File: src/verilog/stl_pkg.sv
// shared constants and types for the self-test results log
package stl_pkg;

  // ----------------------------------------------------------------
  // log geometry
  // ----------------------------------------------------------------
  localparam int STL_DEPTH = 20;
  localparam int STL_IDX_W = 5;

  // ----------------------------------------------------------------
  // function codes and outcome codes
  // ----------------------------------------------------------------
  localparam logic [2:0] STL_FC_SHORT = 3'h1;
  localparam logic [2:0] STL_FC_EXTENDED = 3'h2;
  localparam logic [2:0] STL_FC_ABORT_DEF = 3'h4;
  localparam logic [3:0] STL_RES_PASS = 4'h0;
  localparam logic [3:0] STL_RES_ABORT_APP = 4'h1;
  localparam logic [3:0] STL_RES_ABORT_RST = 4'h2;
  localparam logic [3:0] STL_RES_IN_PROG = 4'hf;

  // ----------------------------------------------------------------
  // register map (byte addresses) and fields
  // ----------------------------------------------------------------
  localparam logic [7:0] STL_OFS_CTRL = 8'h00;
  localparam logic [7:0] STL_OFS_STATUS = 8'h04;
  localparam logic [7:0] STL_OFS_INT_STAT = 8'h08;
  localparam logic [7:0] STL_OFS_INT_MASK = 8'h0c;
  localparam logic [7:0] STL_OFS_LOG_IDX = 8'h10;
  localparam logic [7:0] STL_OFS_LOG_W0 = 8'h14;
  localparam logic [7:0] STL_OFS_LOG_W1 = 8'h18;
  localparam logic [7:0] STL_OFS_LOG_W2 = 8'h1c;
  localparam int STL_CTRL_EN_BIT = 0;
  localparam logic STL_CTRL_EN_RST = 1'b1;
  localparam int STL_INT_W = 4;
  localparam int STL_INT_START = 0;
  localparam int STL_INT_PASS = 1;
  localparam int STL_INT_FAIL = 2;
  localparam int STL_INT_ABORT = 3;
  localparam logic [STL_INT_W-1:0] STL_INT_MASK_RST = 4'h0;

  // ----------------------------------------------------------------
  // types
  // ----------------------------------------------------------------
  typedef struct packed {
    logic [3:0] res;
    logic [3:0] skey;
    logic [7:0] asc;
    logic [7:0] ascq;
    logic [7:0] fru;
    logic lba_vld;
    logic [31:0] lba;
  } stl_outcome_s;

  typedef struct packed {
    logic vld;
    logic [2:0] fc;
    stl_outcome_s out;
  } stl_entry_s;

  typedef struct packed {
    logic psel;
    logic penable;
    logic pwrite;
    logic [7:0] paddr;
    logic [31:0] pwdata;
  } stl_apb_req_s;

  typedef enum logic [3:0] {
    STL_ST_IDLE = 4'h1,
    STL_ST_SAVE_NEW = 4'h2,
    STL_ST_RUN = 4'h4,
    STL_ST_SAVE_END = 4'h8
  } stl_state_e;

endpackage

File: src/verilog/stl_log_array.sv
// twenty-deep newest-first array of self-test parameter blocks
`timescale 1ns/1ps
module stl_log_array import stl_pkg::*; #(
  parameter int DEPTH = STL_DEPTH
) (
  // clock and reset
  input wire logic clk,
  input wire logic rst_b,
  // insert a fresh block at the head
  input wire logic ins,
  input wire logic [2:0] ins_fc,
  // rewrite the head block's outcome
  input wire logic upd,
  input wire stl_outcome_s upd_out,
  // read side
  input wire logic [STL_IDX_W-1:0] rd_idx,
  output stl_entry_s rd_entry,
  output logic [STL_IDX_W-1:0] count
);

  stl_entry_s mem_q [DEPTH];
  logic [STL_IDX_W-1:0] count_q;
  stl_entry_s new_entry;
  logic rd_hit;

  // ----------------------------------------------------------------
  // new head block
  // ----------------------------------------------------------------
  always_comb begin
    new_entry = '0;
    new_entry.vld = 1'b1;
    new_entry.fc = ins_fc;
    new_entry.out.res = STL_RES_IN_PROG;
  end

  // ----------------------------------------------------------------
  // storage
  // ----------------------------------------------------------------
  // the last slot simply falls off the end when a new block comes in
  always_ff @(posedge clk or negedge rst_b) begin
    if (!rst_b) begin
      for (int i = 0; i < DEPTH; i++) begin
        mem_q[i] <= '0;
      end
    end else if (ins) begin
      mem_q[0] <= new_entry;
      for (int i = 1; i < DEPTH; i++) begin
        mem_q[i] <= mem_q[i-1];
      end
    end else if (upd) begin
      mem_q[0].out <= upd_out;
    end
  end

  always_ff @(posedge clk or negedge rst_b) begin
    if (!rst_b) begin
      count_q <= '0;
    end else if (ins && int'(count_q) < DEPTH) begin
      count_q <= count_q + 5'h01;
    end
  end

  // ----------------------------------------------------------------
  // read port
  // ----------------------------------------------------------------
  assign rd_hit = int'(rd_idx) < DEPTH;
  assign rd_entry = rd_hit ? mem_q[rd_idx] : '0;
  assign count = count_q;

endmodule

File: src/verilog/stl_self_test_log.sv
// self-test sequencing, results log control and apb register slave
//
// Implementation choices: the register offsets and the APB register port.
`timescale 1ns/1ps

module stl_self_test_log import stl_pkg::*; #(
  parameter logic [2:0] ABORT_FC = STL_FC_ABORT_DEF
) (
  // clock and reset
  input wire logic clk,
  input wire logic rst_b,
  // apb slave
  input wire stl_apb_req_s apb_req,
  output logic pready,
  output logic pslverr,
  output logic [31:0] prdata,
  // diagnostic command from the interface front end
  input wire logic diag_valid,
  input wire logic [2:0] diag_fc,
  input wire logic bus_reset,
  input wire logic bus_dev_reset,
  // test engine
  output logic test_go,
  output logic [2:0] test_fc,
  output logic test_stop,
  input wire logic test_done,
  input wire stl_outcome_s test_result,
  // non-volatile store
  output logic nv_save_req,
  input wire logic nv_save_ack,
  // interrupt
  output logic irq
);

  // ----------------------------------------------------------------
  // declarations
  // ----------------------------------------------------------------
  stl_state_e state_q, state_d;
  logic ctrl_en_q;
  logic [STL_INT_W-1:0] int_stat_q, int_mask_q, int_ev;
  logic [STL_IDX_W-1:0] log_idx_q;
  logic [31:0] prdata_q;
  logic test_go_q, test_stop_q, ack_gap_q;
  logic [2:0] test_fc_q;
  logic pend_q, pend_d;
  logic [3:0] pend_res_q, pend_res_d;
  logic st_idle, st_save_new, st_run, st_save_end;
  logic fc_test, start_ok, abort_fc, abort_rst, abort_any;
  logic [3:0] abort_res;
  logic ins, upd, go_d, stop_d;
  stl_outcome_s upd_out;
  stl_entry_s rd_entry;
  logic [STL_IDX_W-1:0] log_count;
  logic wr_en, rd_setup, addr_hit;
  logic wr_ctrl, wr_int_stat, wr_int_mask, wr_log_idx;
  logic [31:0] rd_word;

  // ----------------------------------------------------------------
  // command decode
  // ----------------------------------------------------------------
  assign st_idle = state_q == STL_ST_IDLE;
  assign st_save_new = state_q == STL_ST_SAVE_NEW;
  assign st_run = state_q == STL_ST_RUN;
  assign st_save_end = state_q == STL_ST_SAVE_END;
  assign fc_test = diag_fc == STL_FC_SHORT
                || diag_fc == STL_FC_EXTENDED;
  assign start_ok = st_idle && diag_valid && ctrl_en_q && fc_test;
  // the abort code only counts with a valid command strobe
  assign abort_fc = diag_valid && diag_fc == ABORT_FC;
  assign abort_rst = bus_reset || bus_dev_reset;
  // a function-code abort takes priority when both arrive together
  assign abort_res = abort_fc ? STL_RES_ABORT_APP
                              : STL_RES_ABORT_RST;
  assign abort_any = abort_fc || abort_rst;

  // ----------------------------------------------------------------
  // sequencer
  // ----------------------------------------------------------------
  // idle -> save_new on an accepted start, with the new block pushed;
  // save_new -> run once the in-progress copy is stored, or -> save_end if an abort is held;
  // run -> save_end on done or abort, with the outcome rewritten;
  // save_end -> idle once the outcome copy is stored;
  // the test engine never runs ahead of a stored in-progress block
  always_comb begin
    state_d = state_q;
    ins = 1'b0;
    upd = 1'b0;
    go_d = 1'b0;
    stop_d = 1'b0;
    pend_d = pend_q;
    pend_res_d = pend_res_q;
    upd_out = '0;
    int_ev = '0;
    unique case (state_q)
      STL_ST_IDLE: begin
        if (start_ok) begin
          ins = 1'b1;
          pend_d = 1'b0;
          int_ev[STL_INT_START] = 1'b1;
          state_d = STL_ST_SAVE_NEW;
        end
      end
      STL_ST_SAVE_NEW: begin
        // an abort while the head block is being saved is held back
        // so the in-progress copy still lands before the abort code
        if (abort_any && !pend_q) begin
          pend_d = 1'b1;
          pend_res_d = abort_res;
        end
        if (nv_save_ack) begin
          if (pend_d) begin
            upd = 1'b1;
            upd_out.res = pend_res_d;
            int_ev[STL_INT_ABORT] = 1'b1;
            state_d = STL_ST_SAVE_END;
          end else begin
            go_d = 1'b1;
            state_d = STL_ST_RUN;
          end
        end
      end
      STL_ST_RUN: begin
        if (abort_any) begin
          stop_d = 1'b1;
          upd = 1'b1;
          upd_out.res = abort_res;
          int_ev[STL_INT_ABORT] = 1'b1;
          state_d = STL_ST_SAVE_END;
        end else if (test_done) begin
          upd = 1'b1;
          if (test_result.res == STL_RES_PASS) begin
            upd_out.res = STL_RES_PASS;
            int_ev[STL_INT_PASS] = 1'b1;
          end else begin
            // sense data and lba are only kept for a failure
            upd_out = test_result;
            int_ev[STL_INT_FAIL] = 1'b1;
          end
          state_d = STL_ST_SAVE_END;
        end
      end
      STL_ST_SAVE_END: begin
        if (nv_save_ack) begin
          state_d = STL_ST_IDLE;
        end
      end
      default: begin
        state_d = STL_ST_IDLE;
      end
    endcase
  end

  always_ff @(posedge clk or negedge rst_b) begin
    if (!rst_b) begin
      state_q <= STL_ST_IDLE;
      pend_q <= 1'b0;
      pend_res_q <= STL_RES_PASS;
      test_go_q <= 1'b0;
      test_stop_q <= 1'b0;
      test_fc_q <= 3'h0;
      ack_gap_q <= 1'b0;
    end else begin
      state_q <= state_d;
      pend_q <= pend_d;
      pend_res_q <= pend_res_d;
      test_go_q <= go_d;
      test_stop_q <= stop_d;
      ack_gap_q <= nv_save_ack;
      if (ins) begin
        test_fc_q <= diag_fc;
      end
    end
  end

  // one save per request: the request drops for a cycle after each ack
  assign nv_save_req = (st_save_new || st_save_end) && !ack_gap_q;
  assign test_go = test_go_q;
  assign test_stop = test_stop_q;
  assign test_fc = test_fc_q;

  // ----------------------------------------------------------------
  // results log
  // ----------------------------------------------------------------
  stl_log_array #(
    .DEPTH(STL_DEPTH)
  ) u_log (
    .clk(clk),
    .rst_b(rst_b),
    .ins(ins),
    // the code comes straight from the command on the start edge
    .ins_fc(diag_fc),
    .upd(upd),
    .upd_out(upd_out),
    .rd_idx(log_idx_q),
    .rd_entry(rd_entry),
    .count(log_count)
  );

  // ----------------------------------------------------------------
  // apb decode
  // ----------------------------------------------------------------
  // register map, one aligned word each
  //   ctrl: bit 0 lets new tests start
  //   status: [3:0] one-hot state, [8:4] blocks held
  //   int_stat: start, pass, fail, abort; write one to clear
  //   int_mask: same layout; irq follows the unmasked bits
  //   log_idx: block to show, 0 is the newest, 20 and up read zero
  //   log_w0: fc [2:0], outcome [7:4], sense key [11:8], asc, ascq
  //   log_w1: failing lba
  //   log_w2: block valid, lba valid, fru [15:8]
  assign wr_en = apb_req.psel && apb_req.penable && apb_req.pwrite;
  assign rd_setup = apb_req.psel && !apb_req.penable && !apb_req.pwrite;
  assign addr_hit = apb_req.paddr[7:5] == 3'h0
                 && apb_req.paddr[1:0] == 2'h0;

  // ----------------------------------------------------------------
  // write strobes
  // ----------------------------------------------------------------
  // one strobe per writable register keeps the register process short
  assign wr_ctrl = wr_en && apb_req.paddr == STL_OFS_CTRL;
  assign wr_int_stat = wr_en && apb_req.paddr == STL_OFS_INT_STAT;
  assign wr_int_mask = wr_en && apb_req.paddr == STL_OFS_INT_MASK;
  assign wr_log_idx = wr_en && apb_req.paddr == STL_OFS_LOG_IDX;

  always_comb begin
    rd_word = 32'h0;
    unique case (apb_req.paddr)
      STL_OFS_CTRL: rd_word[STL_CTRL_EN_BIT] = ctrl_en_q;
      STL_OFS_STATUS: rd_word = {23'h0, log_count, state_q};
      STL_OFS_INT_STAT: rd_word = {28'h0, int_stat_q};
      STL_OFS_INT_MASK: rd_word = {28'h0, int_mask_q};
      STL_OFS_LOG_IDX: rd_word = {27'h0, log_idx_q};
      STL_OFS_LOG_W0: rd_word = {4'h0, rd_entry.out.ascq,
                                 rd_entry.out.asc, rd_entry.out.skey,
                                 rd_entry.out.res, 1'b0,
                                 rd_entry.fc};
      STL_OFS_LOG_W1: rd_word = rd_entry.out.lba;
      STL_OFS_LOG_W2: rd_word = {16'h0, rd_entry.out.fru, 6'h0,
                                 rd_entry.out.lba_vld,
                                 rd_entry.vld};
      default: rd_word = 32'h0;
    endcase
  end

  // ----------------------------------------------------------------
  // registers
  // ----------------------------------------------------------------
  always_ff @(posedge clk or negedge rst_b) begin
    if (!rst_b) begin
      ctrl_en_q <= STL_CTRL_EN_RST;
      int_mask_q <= STL_INT_MASK_RST;
      log_idx_q <= '0;
      prdata_q <= 32'h0;
    end else begin
      // clearing the enable only blocks new starts; a running test goes on
      if (wr_ctrl) begin
        ctrl_en_q <= apb_req.pwdata[STL_CTRL_EN_BIT];
      end
      if (wr_int_mask) begin
        int_mask_q <= apb_req.pwdata[STL_INT_W-1:0];
      end
      if (wr_log_idx) begin
        log_idx_q <= apb_req.pwdata[STL_IDX_W-1:0];
      end
      // read data is caught at setup, so the access phase shows a flop
      if (rd_setup) begin
        prdata_q <= rd_word;
      end
    end
  end

  // write-one-to-clear; a new event in the same cycle wins
  always_ff @(posedge clk or negedge rst_b) begin
    if (!rst_b) begin
      int_stat_q <= '0;
    end else if (wr_int_stat) begin
      int_stat_q <= (int_stat_q & ~apb_req.pwdata[STL_INT_W-1:0]) | int_ev;
    end else begin
      int_stat_q <= int_stat_q | int_ev;
    end
  end

  assign irq = |(int_stat_q & int_mask_q);
  // no wait states: every word comes from a flop or a small decode
  assign pready = 1'b1;
  assign pslverr = apb_req.psel && apb_req.penable && !addr_hit;
  assign prdata = prdata_q;

endmodule

File: config.mk
export PLATFORM = sky130hd
export DESIGN_NAME = stl_self_test_log
export DESIGN_NICKNAME = d
export VERILOG_FILES = /design/src/verilog/stl_pkg.sv /design/src/verilog/stl_log_array.sv /design/src/verilog/stl_self_test_log.sv
export SDC_FILE = /design/constraint.sdc
export NUM_CORES = 2
export LEC_CHECK = 0
export ABC_AREA = 1
export BUFFER_PORTS_ARGS = -buffer_cell sky130_fd_sc_hd__buf_2
export CAP_MARGIN = 20
export CORE_MARGIN = 8
export CORE_UTILIZATION = 55
export CTS_CLUSTER_DIAMETER = 30
export DETAILED_ROUTE_END_ITERATION = 12
export GPL_TIMING_DRIVEN = 0
export PLACE_DENSITY = 0.73
export SKIP_CTS_REPAIR_TIMING = 1
export SLEW_MARGIN = 0
export SYNTH_ARGS = -nofsm -noshare
export SYNTH_HDL_FRONTEND = slang
export SYNTH_HIERARCHICAL = 1
export SYNTH_SLANG_ARGS = --single-unit
File: constraint.sdc
create_clock -name clk -period 2.67 [get_ports clk]
set_input_delay 0.267 -clock clk [delete_from_list [all_inputs] [get_ports clk]]
set_output_delay 0.267 -clock clk [all_outputs]
set_load 0.02 [all_outputs]
**Word level (Yosys, flattened, before mapping)**

Cells that the tools add are included.
Widths: inputs -> output; s select.

- Word-level logic and storage cells: 304
- Register bits after elaboration: 1443
- Bits of input ports: 118

- Reductions and logical operators: 35
- Eq/ne operators: 18
- Muxes and demuxes: 49
- Bitwise gates (word level): 6
- Order comparisons: 3
- Add/sub/neg operators: 1

Operator list:

| operator | count |
|---|---|
| $bmux 69 s5 | 1 |
| $pmux 31 s7 | 1 |
| $mux 69 | 3 |
| $mux 65 | 3 |
| $mux 61 | 3 |
| $mux 4 | 12 |
| $eq 8x5->1 const B | 4 |
| $logic_and 1x1->1 | 17 |
| $eq 8x4->1 const B | 2 |
| $mux 1 | 16 |
| $pmux 4 s4 | 1 |
| $lt 5x5->1 const B | 2 |
| $and 4x4->4 | 2 |
| $eq 8x3->1 const B | 1 |
| $logic_not 8->1 | 1 |
| $mux 2 | 4 |
| $or 4x4->4 | 2 |
| $pmux 1 s8 | 1 |
| $pmux 4 s2 | 1 |
| $ge 6x6->1 const B | 1 |
| $not 5->6 | 1 |
| $pmux 1 s2 | 3 |
| $add 5x1->5 const B | 1 |
| $logic_not 1->1 | 5 |
| other kinds (19) | 24 |

**Logic depth before layout (Yosys ltp)**

- Word-level depth: 11
- Depth in mapped cells: 20
- Mapped depth without buffers: 16

**By module**

The synthesis kept the hierarchy.

By module, submodules not included:

| module | area each (µm²) | seq. area each (µm²) | cells an instance | times used |
|---|---|---|---|---|
| stl_log_array | 66922.9 | 34658.2 | 8891 | 1 |
| stl_self_test_log | 4065.1 | 1529.0 | 612 | 1 |

**Worst setup path after synthesis**

No wires, ideal clock.

- Path type: register to register
- From: register ctrl_en_q
- To: register u_log.count_q[1], in the netlist u_log/count[1]
- Data arrival time: 1928 ps
- Stages on the path, launching flop included: 11
- Path slack: 617 ps
- Library setup time: 125 ps
- Clock period less this slack: 2053 ps
- Cells stage by stage: dfstp_2 -> nand2_1 -> nor4_1 -> nand2_1 -> inv_1 -> buf_2 -> buf_4 -> buf_6 -> buf_4 -> nand2_1 -> mux2_2

- Cells in the longest elaborated chain, start to end: 5

RTL lines:

| item | RTL line | source |
|---|---|---|
| start: declaration | stl_self_test_log.sv:39 | `logic ctrl_en_q;` |
| start signal: assignment | stl_self_test_log.sv:257 | `ctrl_en_q <= apb_req.pwdata[STL_CTRL_EN_BIT];` |
| $logic_and 1x1->1 (2 in a row) | stl_self_test_log.sv:67 | `assign start_ok = st_idle && diag_valid && ctrl_en_q && fc_test;` |
| $mux 1 | stl_self_test_log.sv:96 | `if (start_ok) begin` |
| $mux 1 | stl_self_test_log.sv:94 | `unique case (state_q)` |
| via ins | stl_self_test_log.sv:50 | `logic ins, upd, go_d, stop_d;` |
| $logic_and 1x1->1 | stl_log_array.sv:58 | `end else if (ins && int'(count_q) < DEPTH) begin` |
| end signal: assignment | stl_log_array.sv:59 | `count_q <= count_q + 5'h01;` |
| end: declaration | stl_log_array.sv:22 | `logic [STL_IDX_W-1:0] count_q;` |

The timed path passes the listed nets, and every way through them passes these cells.
A chain may end at the register's enable or synchronous reset.

==> metrics.txt <==
status complete, but fails checks; Initial DRC Count 12500; initial antenna violation count 14; DRC errors left 0; WL/cell 29.2 microns; crit path kind reg -> reg; Storage cell area 0.0362 sq mm; Core Util, Final 70.3%; RSZ-0062 raised after global routing true; r2r setup slk -160 ps; Routed Antenna Nets 0; CTS Buffer Depth 4; library cells used by synthesis 36; Via density 6.15; via count 74200; critical path endpoint category flop; Worst Tran Pin Value 1050 ps; share of cells above drive strength 1 16.3%; TNS Setup -2200 ps; CTS buffer count 356; vias in the first global route 70400; Req. time, crit path 3440 ps; width of the die 375 microns; Die H 375 microns; peak supply drop 0.000798 V; Slew HR 30.1%; reg2reg end prdata[9]$_DFFE_PN0P_; Worst-Skew Late Latency 930 ps; Leak 45.1 nW; clock transition at the registers of the reported paths 40 ps; CTS tree built; Hold Fails Final Rpt 305; clock skew 59.4 ps; reg2reg path depth 18; Placer Congestion 1.10; fin worst setup slack -161 ps; synthesized flop and latch total 1446; PD cells 852 mW/mm^2; Initial DRT Pass Iterations 7; commonest cells after routing, fill and taps aside nand2_1, dfrtp_1, o21ai_0; CTS sink cnt 1446; commonest non-fill, non-tap cell in the layout nand2_1; die area 0.141 sq mm; multi-input combinational cell area 0.0278 sq mm; Layout fillers 10200; GRT Total Usage 47.7%; Final min period 2830 ps; Area Overhead vs Synth 27.6%; CP Max Fanout 10; Placed Cells 11300; H-tree depth 5; average size of a mapped cell 7.47 sq um; row count 132; Root Buffer clkbuf_16; CP arrival 3600 ps; Final Cycle Share 106%; largest net degree at the start of global routing 164; Cells after Synth 9503; register area share after synthesis 51.0%; hold_ws -292 ps; IO Pins 159; first-pass GRT wire length 483000 microns; post-synth net total 9622; DRT Wirelength 352000 microns; reg2reg start log_idx_q[0]$_DFFE_PN0P_; Starting Density 55.1%; final setup vio count 35; Layout Cells excl Fill 12100; crit path launch type flop; failing checks hold timing, setup timing; yosys warns 6; number of max-cap violations 0; number of port buffers 130; HP Class in -> async; final-stage net count 10200; mapped cell area 0.0710 sq mm; Post-DP HPWL 247000 microns; Fmax 353 MHz; fin. max-slew vios 0; total core area 0.129 sq mm; total global routing overflow 0
## metal layers
layer	routed length [microns]	track usage (%)
met5	54	0
met4	37900	39.0
met3	46400	16.2
met2	148000	69.8
met1	120000	57.0
## flip-flops by register name (all words and copies together) (netlist names)
| signal | flops |
|---|---|
| test_stop | 1 |
| int_mask_q | 4 |
| ack_gap_q | 1 |
| u_log/count | 5 |
| pend_res_q | 4 |
| pend_q | 1 |
| test_go | 1 |
| log_idx_q | 5 |
| int_stat_q | 4 |
| test_fc | 3 |
| ctrl_en_q | 1 |
| prdata | 32 |
| state_q | 4 |
| u_log/mem_q | 1380 |
## layout make-up
cell class | instances | area share, %
Timing Repair Buffer | 255 | 2.55
Multi-Input combinational cell | 6025 | 30.7
Tap cell | 1675 | 2.31
Clock buffer | 459 | 11.0
Sequential cell | 1446 | 40.0
Antenna cell | 5 | 0.0138
Inverter | 1424 | 5.93
Buffer | 608 | 5.02
Clock inverter | 171 | 2.58
## power by group
group	leakage, nW	total (W)	internal (W)	switching, W
Clock	5.98	0.0443	0.0309	0.0134
Sequential	14.5	0.0260	0.0243	0.00173
Combinational	24.7	0.00684	0.00190	0.00493
Total	45.1	0.0772	0.0570	0.0201
## worst max-delay path: stages (launching register included)
cell and delay (ps):
dfrtp_2 450, buf_8 160, inv_8 110, buf_16 220
buf_12 210, buf_8 180, nand2_1 70, nand3_1 140
nand2_4 140, nand2_2 150, nand2_2 120, inv_1 110
nand2_1 70, nand2_1 110, nand2_1 60, nand3_1 70
nand3_1 120, nand2_1 90, nand2_1 50
## cell usage after synthesis, drive strengths merged
cell type	count	area (sq um)
a21oi	148	820
a41o	1	10.0
nor3	1	10.0
nand3	840	4240
dfrtp	1444	36100
nand4	6	37.5
xor2	1	8.76
clkinv	1	5.00
buf	383	2450
mux2	1	11.3
nand3b	1	7.51
ha	1	12.5
nor2	103	557
inv	1423	5340
o211ai	2	15.0
dfstp	2	52.6
xnor2	2	17.5
o21ai	1547	7740
clkbuf	225	845
nand2	3368	12700
conb	1	3.75
nor4	1	6.26
a31oi	1	6.26
## per-stage QoR
| step | hold WS (ps) | setup WS [ps] | instance area [sq um] | power [W] |
|---|---|---|---|---|
| finish | -292 | -161 | 90600 | 0.0772 |
| global route | -202 | -133 | 90500 | 0.0789 |
| CTS | -792 | -1100 | 86300 | 0.0761 |
| detailed placement | 146 | -1040 | 74000 | 0.0320 |
| global placement | 455 | -30820 | 73700 | 0.0318 |
| floorplan | -28.6 | 617 | 71000 | 0.0289 |
## worst max-delay path by stage
stage	startpoint	end	slack [ps]	depth (start not counted)
finish	log_idx_q[0]$_DFFE_PN0P_	prdata[9]$_DFFE_PN0P_	-160	18
global route	log_idx_q[0]$_DFFE_PN0P_	prdata[13]$_DFFE_PN0P_	-130	18
CTS	log_idx_q[1]$_DFFE_PN0P_	prdata[9]$_DFFE_PN0P_	-1100	12
detailed placement	log_idx_q[1]$_DFFE_PN0P_	prdata[9]$_DFFE_PN0P_	-1040	12
global placement	rst_b	u_log/mem_q[1329]$_DFFE_PN0P_	-30820	1
floorplan	ctrl_en_q$_DFFE_PN1P_	u_log/count[1]$_DFFE_PN0P_	620	10
## cell families after synthesis
family	after synthesis	share of synthesized area (%)
muxes	1	0.0159
other	1	0.00528
DFF	1446	51.0
buffers and inverters	2032	12.2
AOI/OAI and AO/OA	1699	12.1
and+or+nand+nor	4320	24.7
adders and majority gates	1	0.0176
xor gates and xnor gates	3	0.0370
No activity file was read; power rests on OpenSTA's default activity.
